## src/inc/mode_ctrl_pkg.sv

```systemverilog
// Constants and types shared by the operating-mode control and its
// axis scalers. Assumes a single 100 MHz clock domain.
package mode_ctrl_pkg;

    localparam int unsigned CLK_PERIOD_NS = 10;

    // Fixed part of the standby-to-active turn-on delay
    localparam int unsigned TON_EXTRA_MS     = 1;
    localparam int unsigned TON_EXTRA_CYCLES =
        (TON_EXTRA_MS * 1000000) / CLK_PERIOD_NS;
    localparam int unsigned TON_ODR_PERIODS  = 2;

    localparam int unsigned SAMPLE_W = 10;
    localparam int unsigned ACCEL_W  = 16;
    localparam int unsigned TIMER_W  = 28;

    // Full-scale range codes and right shifts from 1/1024 g input units
    typedef logic [1:0] range_t;
    localparam range_t RANGE_2G = 2'h0;
    localparam range_t RANGE_4G = 2'h1;
    localparam range_t RANGE_8G = 2'h2;
    localparam int unsigned SHIFT_2G = 2;
    localparam int unsigned SHIFT_4G = 3;
    localparam int unsigned SHIFT_8G = 4;

    // Output sample registers, MSB/LSB pairs from address zero
    localparam logic [7:0] OUT_X_MSB_ADDR = 8'h00;
    localparam logic [7:0] OUT_X_LSB_ADDR = 8'h01;
    localparam logic [7:0] OUT_Y_MSB_ADDR = 8'h02;
    localparam logic [7:0] OUT_Y_LSB_ADDR = 8'h03;
    localparam logic [7:0] OUT_Z_MSB_ADDR = 8'h04;
    localparam logic [7:0] OUT_Z_LSB_ADDR = 8'h05;

    localparam logic [SAMPLE_W-1:0] SAMPLE_RESET = 10'h000;

    typedef enum logic [3:0] {
        MODE_OFF     = 4'h1,
        MODE_STANDBY = 4'h2,
        MODE_WAKE    = 4'h4,
        MODE_SLEEP   = 4'h8
    } mode_e;

endpackage

```

## src/inc/sense_cfg_if.sv

```systemverilog
// Scaling configuration passed from the mode control to its scalers.
// Assumes the package is compiled first.
`timescale 1ns/100ps
interface sense_cfg_if;
    mode_ctrl_pkg::range_t range;
    logic                  self_test;

    modport src (output range, output self_test);
    modport dst (input range, input self_test);
endinterface

```

## src/design/mode_ctrl.sv

```systemverilog
// Operating-mode control of a three-axis accelerometer: power states,
// subsystem enables, register retention and output sample registers.
// Assumes supply monitor, auto-sleep logic and converters sit outside.
//
// What this block does
// - Supply below power-down level: all off, bus inhibited
// - Active bit clear: standby, digital only, bus on
// - Active bit set: digital and analog run
// - Active to standby keeps every register
// - Standby to active resets designated registers
// - Sleep and wake exist only while active
// - Counts per g: 256, 128, 64 by range
// - Two's complement samples from address 0x00
// - Self-test output is acceleration plus stimulus
// - First valid sample within 2/ODR plus 1 ms
`timescale 1ns/100ps
module mode_ctrl #(
    parameter int unsigned ACCEL_W          = mode_ctrl_pkg::ACCEL_W,
    parameter int unsigned TIMER_W          = mode_ctrl_pkg::TIMER_W,
    parameter int unsigned TON_EXTRA_CYCLES = mode_ctrl_pkg::TON_EXTRA_CYCLES
) (
    input  wire logic                      clk,
    input  wire logic                      rst_b,
    input  wire logic                      supply_ok,
    input  wire logic                      active_bit,
    input  wire logic                      sleep_req,
    input  wire logic                      wake_evt,
    input  wire logic [1:0]                range_sel,
    input  wire logic                      self_test,
    input  wire logic [TIMER_W-2:0]        odr_period,
    input  wire logic                      sample_strobe,
    input  wire logic signed [ACCEL_W-1:0] accel_x,
    input  wire logic signed [ACCEL_W-1:0] accel_y,
    input  wire logic signed [ACCEL_W-1:0] accel_z,
    input  wire logic signed [ACCEL_W-1:0] stim_x,
    input  wire logic signed [ACCEL_W-1:0] stim_y,
    input  wire logic signed [ACCEL_W-1:0] stim_z,
    input  wire logic [7:0]                rd_addr,
    output logic [7:0]                     rd_data,
    output logic                           i2c_en,
    output logic                           digital_en,
    output logic                           analog_en,
    output logic                           clocks_en,
    output logic                           sleeping,
    output logic                           reg_clear,
    output logic                           data_valid,
    output logic [9:0]                     out_x,
    output logic [9:0]                     out_y,
    output logic [9:0]                     out_z
);
    mode_ctrl_pkg::mode_e mode;
    mode_ctrl_pkg::mode_e next_mode;
    logic                 active_now;
    logic                 entering;
    logic [TIMER_W-1:0]   ton_cnt;
    logic [TIMER_W-1:0]   ton_limit;
    logic                 ton_done;
    logic                 capture;
    logic [9:0]           scaled_x;
    logic [9:0]           scaled_y;
    logic [9:0]           scaled_z;

    sense_cfg_if cfg ();
    assign cfg.range     = range_sel;
    assign cfg.self_test = self_test;

    axis_scale #(.ACCEL_W(ACCEL_W)) u_scale_x (
        .cfg    (cfg),
        .accel  (accel_x),
        .stim   (stim_x),
        .counts (scaled_x)
    );
    axis_scale #(.ACCEL_W(ACCEL_W)) u_scale_y (
        .cfg    (cfg),
        .accel  (accel_y),
        .stim   (stim_y),
        .counts (scaled_y)
    );
    axis_scale #(.ACCEL_W(ACCEL_W)) u_scale_z (
        .cfg    (cfg),
        .accel  (accel_z),
        .stim   (stim_z),
        .counts (scaled_z)
    );

    always_comb begin
        next_mode = mode;
        if (!supply_ok) begin
            next_mode = mode_ctrl_pkg::MODE_OFF;
        end else begin
            unique case (mode)
                mode_ctrl_pkg::MODE_OFF,
                mode_ctrl_pkg::MODE_STANDBY: begin
                    next_mode = active_bit ? mode_ctrl_pkg::MODE_WAKE
                                           : mode_ctrl_pkg::MODE_STANDBY;
                end
                mode_ctrl_pkg::MODE_WAKE: begin
                    if (!active_bit) begin
                        next_mode = mode_ctrl_pkg::MODE_STANDBY;
                    end else if (sleep_req) begin
                        next_mode = mode_ctrl_pkg::MODE_SLEEP;
                    end
                end
                mode_ctrl_pkg::MODE_SLEEP: begin
                    if (!active_bit) begin
                        next_mode = mode_ctrl_pkg::MODE_STANDBY;
                    end else if (wake_evt) begin
                        next_mode = mode_ctrl_pkg::MODE_WAKE;
                    end
                end
                default: next_mode = mode_ctrl_pkg::MODE_OFF;
            endcase
        end
    end

    // Mode moves on the active bit, supply, sleep_req and wake_evt; host writes the active bit
    always_ff @(posedge clk) begin
        if (!rst_b) begin
            mode <= mode_ctrl_pkg::MODE_OFF;
        end else begin
            mode <= next_mode;
        end
    end

    // Enables follow next_mode so they line up with the mode register
    always_ff @(posedge clk) begin
        if (!rst_b) begin
            i2c_en     <= 1'b0;
            digital_en <= 1'b0;
            analog_en  <= 1'b0;
            clocks_en  <= 1'b0;
            sleeping   <= 1'b0;
        end else begin
            i2c_en     <= next_mode != mode_ctrl_pkg::MODE_OFF;
            digital_en <= next_mode != mode_ctrl_pkg::MODE_OFF;
            analog_en  <= next_mode == mode_ctrl_pkg::MODE_WAKE ||
                          next_mode == mode_ctrl_pkg::MODE_SLEEP;
            clocks_en  <= next_mode == mode_ctrl_pkg::MODE_WAKE ||
                          next_mode == mode_ctrl_pkg::MODE_SLEEP;
            sleeping   <= next_mode == mode_ctrl_pkg::MODE_SLEEP;
        end
    end

    assign active_now = mode == mode_ctrl_pkg::MODE_WAKE ||
                        mode == mode_ctrl_pkg::MODE_SLEEP;
    assign entering   = !active_now &&
                        (next_mode == mode_ctrl_pkg::MODE_WAKE);

    // Turn-on timer; counting stops at the limit so it cannot wrap
    assign ton_limit = TIMER_W'(mode_ctrl_pkg::TON_ODR_PERIODS) *
                       TIMER_W'(odr_period) + TIMER_W'(TON_EXTRA_CYCLES);
    assign ton_done  = active_now && ton_cnt >= ton_limit;
    // No capture on the edge that leaves active, so standby keeps all
    assign capture   = active_now && active_bit && supply_ok &&
                       (ton_done && !data_valid ||
                        data_valid && sample_strobe);

    always_ff @(posedge clk) begin
        if (!rst_b) begin
            ton_cnt <= '0;
        end else if (entering) begin
            ton_cnt <= '0;
        end else if (active_now && ton_cnt < ton_limit) begin
            ton_cnt <= ton_cnt + TIMER_W'(1);
        end
    end

    // Samples and valid flag are the registers cleared on turn-on;
    // in standby nothing is captured, so contents stand unchanged
    always_ff @(posedge clk) begin
        if (!rst_b) begin
            out_x      <= mode_ctrl_pkg::SAMPLE_RESET;
            out_y      <= mode_ctrl_pkg::SAMPLE_RESET;
            out_z      <= mode_ctrl_pkg::SAMPLE_RESET;
            data_valid <= 1'b0;
        end else if (entering) begin
            out_x      <= mode_ctrl_pkg::SAMPLE_RESET;
            out_y      <= mode_ctrl_pkg::SAMPLE_RESET;
            out_z      <= mode_ctrl_pkg::SAMPLE_RESET;
            data_valid <= 1'b0;
        end else if (capture) begin
            out_x      <= scaled_x;
            out_y      <= scaled_y;
            out_z      <= scaled_z;
            data_valid <= 1'b1;
        end
    end

    always_ff @(posedge clk) begin
        if (!rst_b) begin
            reg_clear <= 1'b0;
        end else begin
            reg_clear <= entering;
        end
    end

    // Left-justified 10-bit samples: upper eight bits, then two
    always_ff @(posedge clk) begin
        if (!rst_b) begin
            rd_data <= 8'h00;
        end else begin
            unique case (rd_addr)
                mode_ctrl_pkg::OUT_X_MSB_ADDR: rd_data <= out_x[9:2];
                mode_ctrl_pkg::OUT_X_LSB_ADDR: rd_data <= {out_x[1:0], 6'h00};
                mode_ctrl_pkg::OUT_Y_MSB_ADDR: rd_data <= out_y[9:2];
                mode_ctrl_pkg::OUT_Y_LSB_ADDR: rd_data <= {out_y[1:0], 6'h00};
                mode_ctrl_pkg::OUT_Z_MSB_ADDR: rd_data <= out_z[9:2];
                mode_ctrl_pkg::OUT_Z_LSB_ADDR: rd_data <= {out_z[1:0], 6'h00};
                default:                       rd_data <= 8'h00;
            endcase
        end
    end

    property p_off;
        @(posedge clk) disable iff (!rst_b)
        !supply_ok |=> mode == mode_ctrl_pkg::MODE_OFF && !i2c_en &&
                       !digital_en && !analog_en;
    endproperty
    a_off: assert property (p_off) else $error("off not entered");

    property p_standby;
        @(posedge clk) disable iff (!rst_b)
        mode == mode_ctrl_pkg::MODE_STANDBY |->
            digital_en && i2c_en && !analog_en && !clocks_en;
    endproperty
    a_standby: assert property (p_standby) else $error("standby");

    property p_active;
        @(posedge clk) disable iff (!rst_b)
        supply_ok && active_bit |=>
            active_now && analog_en && clocks_en && digital_en && i2c_en;
    endproperty
    a_active: assert property (p_active) else $error("active enables");

    property p_retain;
        @(posedge clk) disable iff (!rst_b)
        active_now ##1 mode == mode_ctrl_pkg::MODE_STANDBY |->
            $stable(out_x) && $stable(out_y) && $stable(out_z);
    endproperty
    a_retain: assert property (p_retain) else $error("samples lost");

    property p_clear;
        @(posedge clk) disable iff (!rst_b)
        mode == mode_ctrl_pkg::MODE_STANDBY && active_bit && supply_ok |=>
            reg_clear && out_x == mode_ctrl_pkg::SAMPLE_RESET && !data_valid;
    endproperty
    a_clear: assert property (p_clear) else $error("no clear");

    property p_sub;
        @(posedge clk) disable iff (!rst_b)
        mode == mode_ctrl_pkg::MODE_SLEEP || sleeping |-> $past(active_bit);
    endproperty
    a_sub: assert property (p_sub) else $error("sleep without active");

    property p_scale;
        @(posedge clk) disable iff (!rst_b)
        capture && !self_test && range_sel == mode_ctrl_pkg::RANGE_4G &&
        accel_x < 16'sd4096 && accel_x > -16'sd4096 |=>
            out_x == 10'($past(accel_x) >>> 3);
    endproperty
    a_scale: assert property (p_scale) else $error("4g scale wrong");

    property p_selftest;
        @(posedge clk) disable iff (!rst_b)
        capture && self_test && range_sel == mode_ctrl_pkg::RANGE_2G &&
        accel_x <= 16'sd1024 && accel_x >= -16'sd1024 &&
        stim_x < 16'sd1024 && stim_x > -16'sd1024 |=>
            out_x == 10'(($past(accel_x) + $past(stim_x)) >>> 2);
    endproperty
    a_selftest: assert property (p_selftest) else $error("self-test");

    property p_readout;
        @(posedge clk) disable iff (!rst_b)
        rd_addr == mode_ctrl_pkg::OUT_X_MSB_ADDR |=>
            rd_data == $past(out_x[9:2]);
    endproperty
    a_readout: assert property (p_readout) else $error("read at zero");

    property p_turn_on;
        @(posedge clk) disable iff (!rst_b)
        active_now && ton_cnt == ton_limit && $stable(ton_limit) |=>
            data_valid || !active_now;
    endproperty
    a_turn_on: assert property (p_turn_on) else $error("late sample");
endmodule

```

## src/design/axis_scale.sv

```systemverilog
// One axis: adds self-test stimulus, scales by range, saturates.
// Assumes inputs in 1/1024 g units; purely combinational.
`timescale 1ns/100ps
module axis_scale #(
    parameter int unsigned ACCEL_W  = mode_ctrl_pkg::ACCEL_W,
    parameter int unsigned SAMPLE_W = mode_ctrl_pkg::SAMPLE_W
) (
    sense_cfg_if.dst                    cfg,
    input  wire logic signed [ACCEL_W-1:0]  accel,
    input  wire logic signed [ACCEL_W-1:0]  stim,
    output logic signed      [SAMPLE_W-1:0] counts
);
    localparam logic signed [ACCEL_W:0] MAX_C = (ACCEL_W+1)'(
        (1 << (SAMPLE_W - 1)) - 1);
    localparam logic signed [ACCEL_W:0] MIN_C = -MAX_C - 1;

    logic signed [ACCEL_W:0] sum;
    logic signed [ACCEL_W:0] scaled;

    always_comb begin
        // Stimulus added before scaling, so its shift tracks sensitivity
        sum = cfg.self_test ? (ACCEL_W+1)'(accel) + (ACCEL_W+1)'(stim)
                            : (ACCEL_W+1)'(accel);
        unique case (cfg.range)
            mode_ctrl_pkg::RANGE_2G: scaled = sum >>> mode_ctrl_pkg::SHIFT_2G;
            mode_ctrl_pkg::RANGE_4G: scaled = sum >>> mode_ctrl_pkg::SHIFT_4G;
            default:                 scaled = sum >>> mode_ctrl_pkg::SHIFT_8G;
        endcase
        if (scaled > MAX_C) begin
            counts = SAMPLE_W'(MAX_C);
        end else if (scaled < MIN_C) begin
            counts = SAMPLE_W'(MIN_C);
        end else begin
            counts = SAMPLE_W'(scaled);
        end
    end
endmodule

```

## config.mk

```make
export PLATFORM = sky130hd
export DESIGN_NAME = mode_ctrl
export DESIGN_NICKNAME = d
export VERILOG_FILES = /design/src/inc/mode_ctrl_pkg.sv /design/src/inc/sense_cfg_if.sv /design/src/design/mode_ctrl.sv /design/src/design/axis_scale.sv
export SDC_FILE = /design/constraint.sdc
export NUM_CORES = 1
export LEC_CHECK = 0
export ABC_AREA = 1
export BUFFER_PORTS_ARGS = -buffer_cell sky130_fd_sc_hd__buf_2
export CAP_MARGIN = 10
export CORE_MARGIN = 4
export CORE_UTILIZATION = 61
export CTS_CLUSTER_DIAMETER = 200
export DETAILED_ROUTE_END_ITERATION = 10
export PLACE_DENSITY = 0.95
export SKIP_CTS_REPAIR_TIMING = 1
export SLEW_MARGIN = 10
export SYNTH_ARGS = -nofsm -noshare
export SYNTH_HDL_FRONTEND = slang
export SYNTH_SLANG_ARGS = --single-unit
```

## constraint.sdc

```tcl
create_clock -name clk -period 5.7 [get_ports clk]
set_input_delay 0.285 -clock clk [delete_from_list [all_inputs] [get_ports clk]]
set_output_delay 0.285 -clock clk [all_outputs]
set_load 0.01 [all_outputs]
```

==> Yosys cells after proc, flatten, opt, wreduce, memory -nomap -nowiden <==
Cells that the tools add are included.
W data, S select, Z words.
{ "word_totals": {"inputBits": 141, "ram_bits": 0, "memories": 0, "mem_bits_ro": 0, "out_inout_bits": 45, "word_cells": 75, "reg_bits": 75, "latch_bits": 0} }
{ "op_classes": {"n_div": 0, "shift": 0, "order_cmp": 8, "add_sub_neg": 5, "reduce_logical": 17, "n_mul": 0, "n_mux": 20, "eq_ne": 13, "bitwise_logic": 1} }
{ "ops": {"columns": ["op", "count"], "rows": [
  ["$pmux W14 S2", 3],
  ["$mux W10", 6],
  ["$add A16 B16 Y17", 3],
  ["$mux W17", 3],
  ["$pmux W8 S6", 1],
  ["$gt A15 B10 Y1 const B", 3],
  ["$lt A15 B10 Y1 const B", 3],
  ["$add A28 B1 Y28 const B", 1],
  ["$add A28 B17 Y28 const B", 1],
  ["$ge A28 B28 Y1", 1],
  ["$lt A28 B28 Y1", 1],
  ["$mux W4", 5],
  ["$eq A8 B2 Y1 const B", 2],
  ["$eq A8 B3 Y1 const B", 2],
  ["$pmux W4 S3", 1],
  ["$eq A4 B3 Y1 const B", 2],
  ["$eq A4 B4 Y1 const B", 2],
  ["$eq A8 B1 Y1 const B", 1],
  ["$logic_and A1 B1 Y1", 8],
  ["$logic_not A8 Y1", 1],
  ["$eq A4 B1 Y1 const B", 1],
  ["$eq A4 B2 Y1 const B", 1],
  ["$ne A4 B1 Y1 const B", 1],
  ["$reduce_or A2 Y1", 2],
  ["other kinds (6)", 9]
]} }

==> Longest topological paths before layout <==
{ "logic_depth": {"word_depth": 7, "ltp_mapped": 25, "mapped_depth_nobuf": 25} }

==> By module <==
From an unflattened synthesis, not the netlist that was laid out.
{ "unflattened": {"hier_cells": 1781, "hier_area_um2": 10173.5} }
{ "by_module_without_submodules": {"columns": ["module", "seq_area_each_um2", "instances", "area_per_inst_um2", "cells_per_inst"], "rows": [
  ["mode_ctrl", 1501.4, 1, 5297.6, 809],
  ["axis_scale", 0.0, 3, 1625.3, 324]
]} }

==> Worst setup path after synthesis <==
Ideal clock, no wire load.
{ "synth_path": {"path_kind": "in2reg", "start": "in odr_period[4]", "end": "reg out_x[0]", "required_time_ns": 5.580, "path_buffers": 1, "cell_stages": 23, "slack_ns": 2.197, "setup_time_ns": 0.120, "t_arrival_ns": 3.383, "cell_sequence": "ha_1 -> o21ai_0 -> nand3_1 -> and3_1 -> nand3_1 -> a21oi_1 -> nand4_1 -> nor2_1 -> nand3_1 -> xor2_1 -> ha_1 -> nand2_1 -> nor2_1 -> nand2_1 -> nor4_2 -> o21ai_2 -> nand3_1 -> nand2_2 -> inv_1 -> buf_2 -> nand2_1 -> nand2_2 -> a21oi_1"} }
{ "synth_between": {"elab_chain_cells": 6} }
{ "synth_rtl": {"columns": ["element", "line", "rtl"], "rows": [
  ["from (decl)", "mode_ctrl.sv:30", "input wire logic [TIMER_W-2:0] odr_period,"],
  ["$add A28 B17 Y28", "mode_ctrl.sv:151", "TIMER_W'(odr_period) + TIMER_W'(TON_EXTRA_CYCLES);"],
  ["$ge A28 B28 Y1", "mode_ctrl.sv:152", "assign ton_done = active_now && ton_cnt >= ton_limit;"],
  ["$logic_and A1 B1 Y1", "mode_ctrl.sv:152", null],
  ["$logic_and A1 B1 Y1", "mode_ctrl.sv:155", "(ton_done && !data_valid ||"],
  ["$logic_or A1 B1 Y1", "mode_ctrl.sv:155", null],
  ["$logic_and A1 B1 Y1", "mode_ctrl.sv:154", "assign capture = active_now && active_bit && supply_ok &&"],
  ["to (signal assigned)", "mode_ctrl.sv:172", "out_x <= mode_ctrl_pkg::SAMPLE_RESET;"],
  ["to (signal assigned)", "mode_ctrl.sv:177", "out_x <= mode_ctrl_pkg::SAMPLE_RESET;"],
  ["to (signal assigned)", "mode_ctrl.sv:182", "out_x <= scaled_x;"],
  ["to (decl)", "mode_ctrl.sv:47", "output logic [9:0] out_x,"]
]} }
Every way passes these cells.
A chain may end at the register's enable or synchronous reset.

==> Worst setup path after layout <==
{ "layout_path": {"start": "in odr_period[4]", "end": "reg out_x[2]"} }
The elaborated chain is that of the path after synthesis.

==> out/results.tsv <==
metric	value	unit
synth-xor-area-share	5.28	%
cts_made_buffers	9	
rows	43	
hold_viol	0	
powerDensity	173	nW/um2
worst_pin_slew	0.920	ns
drc_errors	0	
synth.most_common_cell	nand2_1	
root_buffer	clkbuf_16	
syn-cell-area	8800	um2
async_flop_share	0	%
rsz0062_at_grt	no	
synthTopCellsByArea	nand2_1 (20%), dfxtp_1 (17%), ha_1 (11%), inv_1 (8.9%), nand3_1 (7.3%)	
start_util	62.9	%
synth_area_per_cell	5.77	um2
fmax	223	MHz
drt_iter0_markers	1006	
core	14000	um2
area_delta_synth_final	15.0	%
ant_nets	0	
finalMaxSlewViolations	0	
via_count	10500	
ys.warnings.count	0	
synth_top_flop_cell	dfxtp_1	
drive_gt1_share	14.8	%
grt_max_degree	46	
yosysSeqAreaShare	17.1	%
io_pins	186	
gp_congestion	1.00	
fin_skew	0.00591	ns
die_h	128	um
cp_data_required_time	5.91	ns
crit_fanout	30	
cts_max_level	3	
design_area	10100	um2
dieArea	16400	um2
antenna_found_initial	1	
grt_pass1_wl	41900	um
clkTransAtPathRegs	0.06	ns
fin_cells	1871	
wl_per_cell	13.7	um
gr-usage-all-layers	30.3	%
nFillCells	1253	
p_total	1.75	mW
synthAdderAreaFrac	10.5	%
first_pass_iters	5	
synth_top_family_by_area	simple AND/OR/NAND/NOR gates	
criticalPathCategory	in -> reg	
routed_wl	25600	um
port_buffers	185	
cts.sinks	75	
clk_path_buf_depth	2	
gr-total-overflow	0	
worstSetupEndpointType	register	
ys_ff_latch	75	
power_leakage	5.43	nW
worstPathArrival	4.69	ns
fin_crit_sh	78.6	%
finalNetCount	1901	
setup_violations	0	
synth-edff-count	0	
synth_top_area_cell	nand2_1	
holdCritPathClass	in -> reg	
synth_common_cells	nand2_1 (474), inv_1 (209), nand3_1 (128), nor2_1 (125), a21oi_1 (109)	
dp_hpwl	20800	um
synthSimpleGateAreaFrac	40.8	%
maxCapViolCount	0	
synth_compound_area_share	14.8	%
ys_types	50	
max_slew_margin	38.6	%
die_w	128	um
start_kind	input pin	
vias_per_cell	5.61	
synthesis.nets	1739	
status	complete, no violations	
grt_pass1_vias	9238	
place_area	9800	um2
clk_latency	0.34	ns
synthMuxAreaShare	0.341	%
diodes	0	
dp_cells	1855	
finalCriticalPeriod	4.48	ns
synth_top_area_share	20.2	%
fin_util	72.3	%
synth_cells	1524	
fin_tns_setup	0	ns
vdd_drop_max	119	uV
cts_tree	yes	
[routing by layer]
layer | share of wire, % | vias to the layer above | track usage [%]
li1 | - | 5300 | -
met1 | 42 | 4636 | 39.7
met2 | 46 | 488 | 51.5
met3 | 9.0 | 66 | 4.13
met4 | 2.8 | 2 | 9.24
met5 | 0.074 | - | 0
[cell usage in the layout (no fill, tap or decap), types with 28 or more instances in the layout]
master / count
nand3_1: 128
a21oi_1: 109
ha_1: 74
nor2_1: 125
dfxtp_1: 75
buf_2: 185
xnor2_1: 28
nand2_1: 474
inv_1: 209
o21ai_0: 63
[kinds of logic after synthesis]
group	after synthesis
flip-flops	75
XOR/XNOR	53
adder cells (fa/ha/maj)	74
multiplexers	3
buffers and inverters	254
AO/OA/AOI/OAI	233
AND/OR/NAND/NOR	832
[worst max-delay path, stage by stage]
cell     delay (ns)
buf_2          0.10
ha_1           0.18
o21ai_0        0.16
nand3_1        0.14
and3_1         0.20
nand3_1        0.15
a21oi_1        0.31
nand4_1        0.20
nor2_1         0.20
nand3_1        0.11
xor2_1         0.16
ha_1           0.29
nand2_1        0.07
nor2_1         0.16
nand2_1        0.11
nor4_2         0.30
a31oi_1        0.15
nand3_1        0.11
nand2_2        0.17
inv_1          0.63
nand2_1        0.20
nand2_2        0.22
a21oi_1        0.10
[layout make-up]
class	count	area, um2	share of cell area [%]
multi-input cells	1195	6310	62.4
flip-flops and latches	75	1500	14.8
repair buffers	189	956	9.45
inverters	216	811	8.02
clock buffers	11	253	2.50
well taps	180	225	2.23
clock inverters	5	60.1	0.594
[registers in the layout, indices dropped and copies added, names as in the netlist]
register / count
out_z: 10
mode: 4
out_y: 10
rd_data: 8
digital_en: 1
clocks_en: 1
data_valid: 1
out_x: 10
sleeping: 1
ton_cnt: 28
reg_clear: 1
[final timing paths]
path	from	to	slack, ns	cells past startpoint
max reg2reg	ton_cnt[9]	ton_cnt[10]	2.64	13
min	active_bit	mode[1]	0.17	2
max	odr_period[4]	out_x[2]	1.22	23
min reg2reg	out_y[9]	out_y[9]	0.49	2
[per-stage QoR]
stage               setup slack [ns]  hold WS, ns
floorplan                       2.20        0.363
global placement                1.17        0.472
detailed placement             0.887        0.479
CTS                             1.25        0.162
global route                   0.698        0.171
finish                          1.22        0.172
[power by group]
group          switching [mW]  total [mW]  internal [mW]
clock network           0.226       0.591          0.364
logic                   0.395       0.632          0.237
registers             0.00139       0.528          0.527
(Power assumes the default switching activity.)
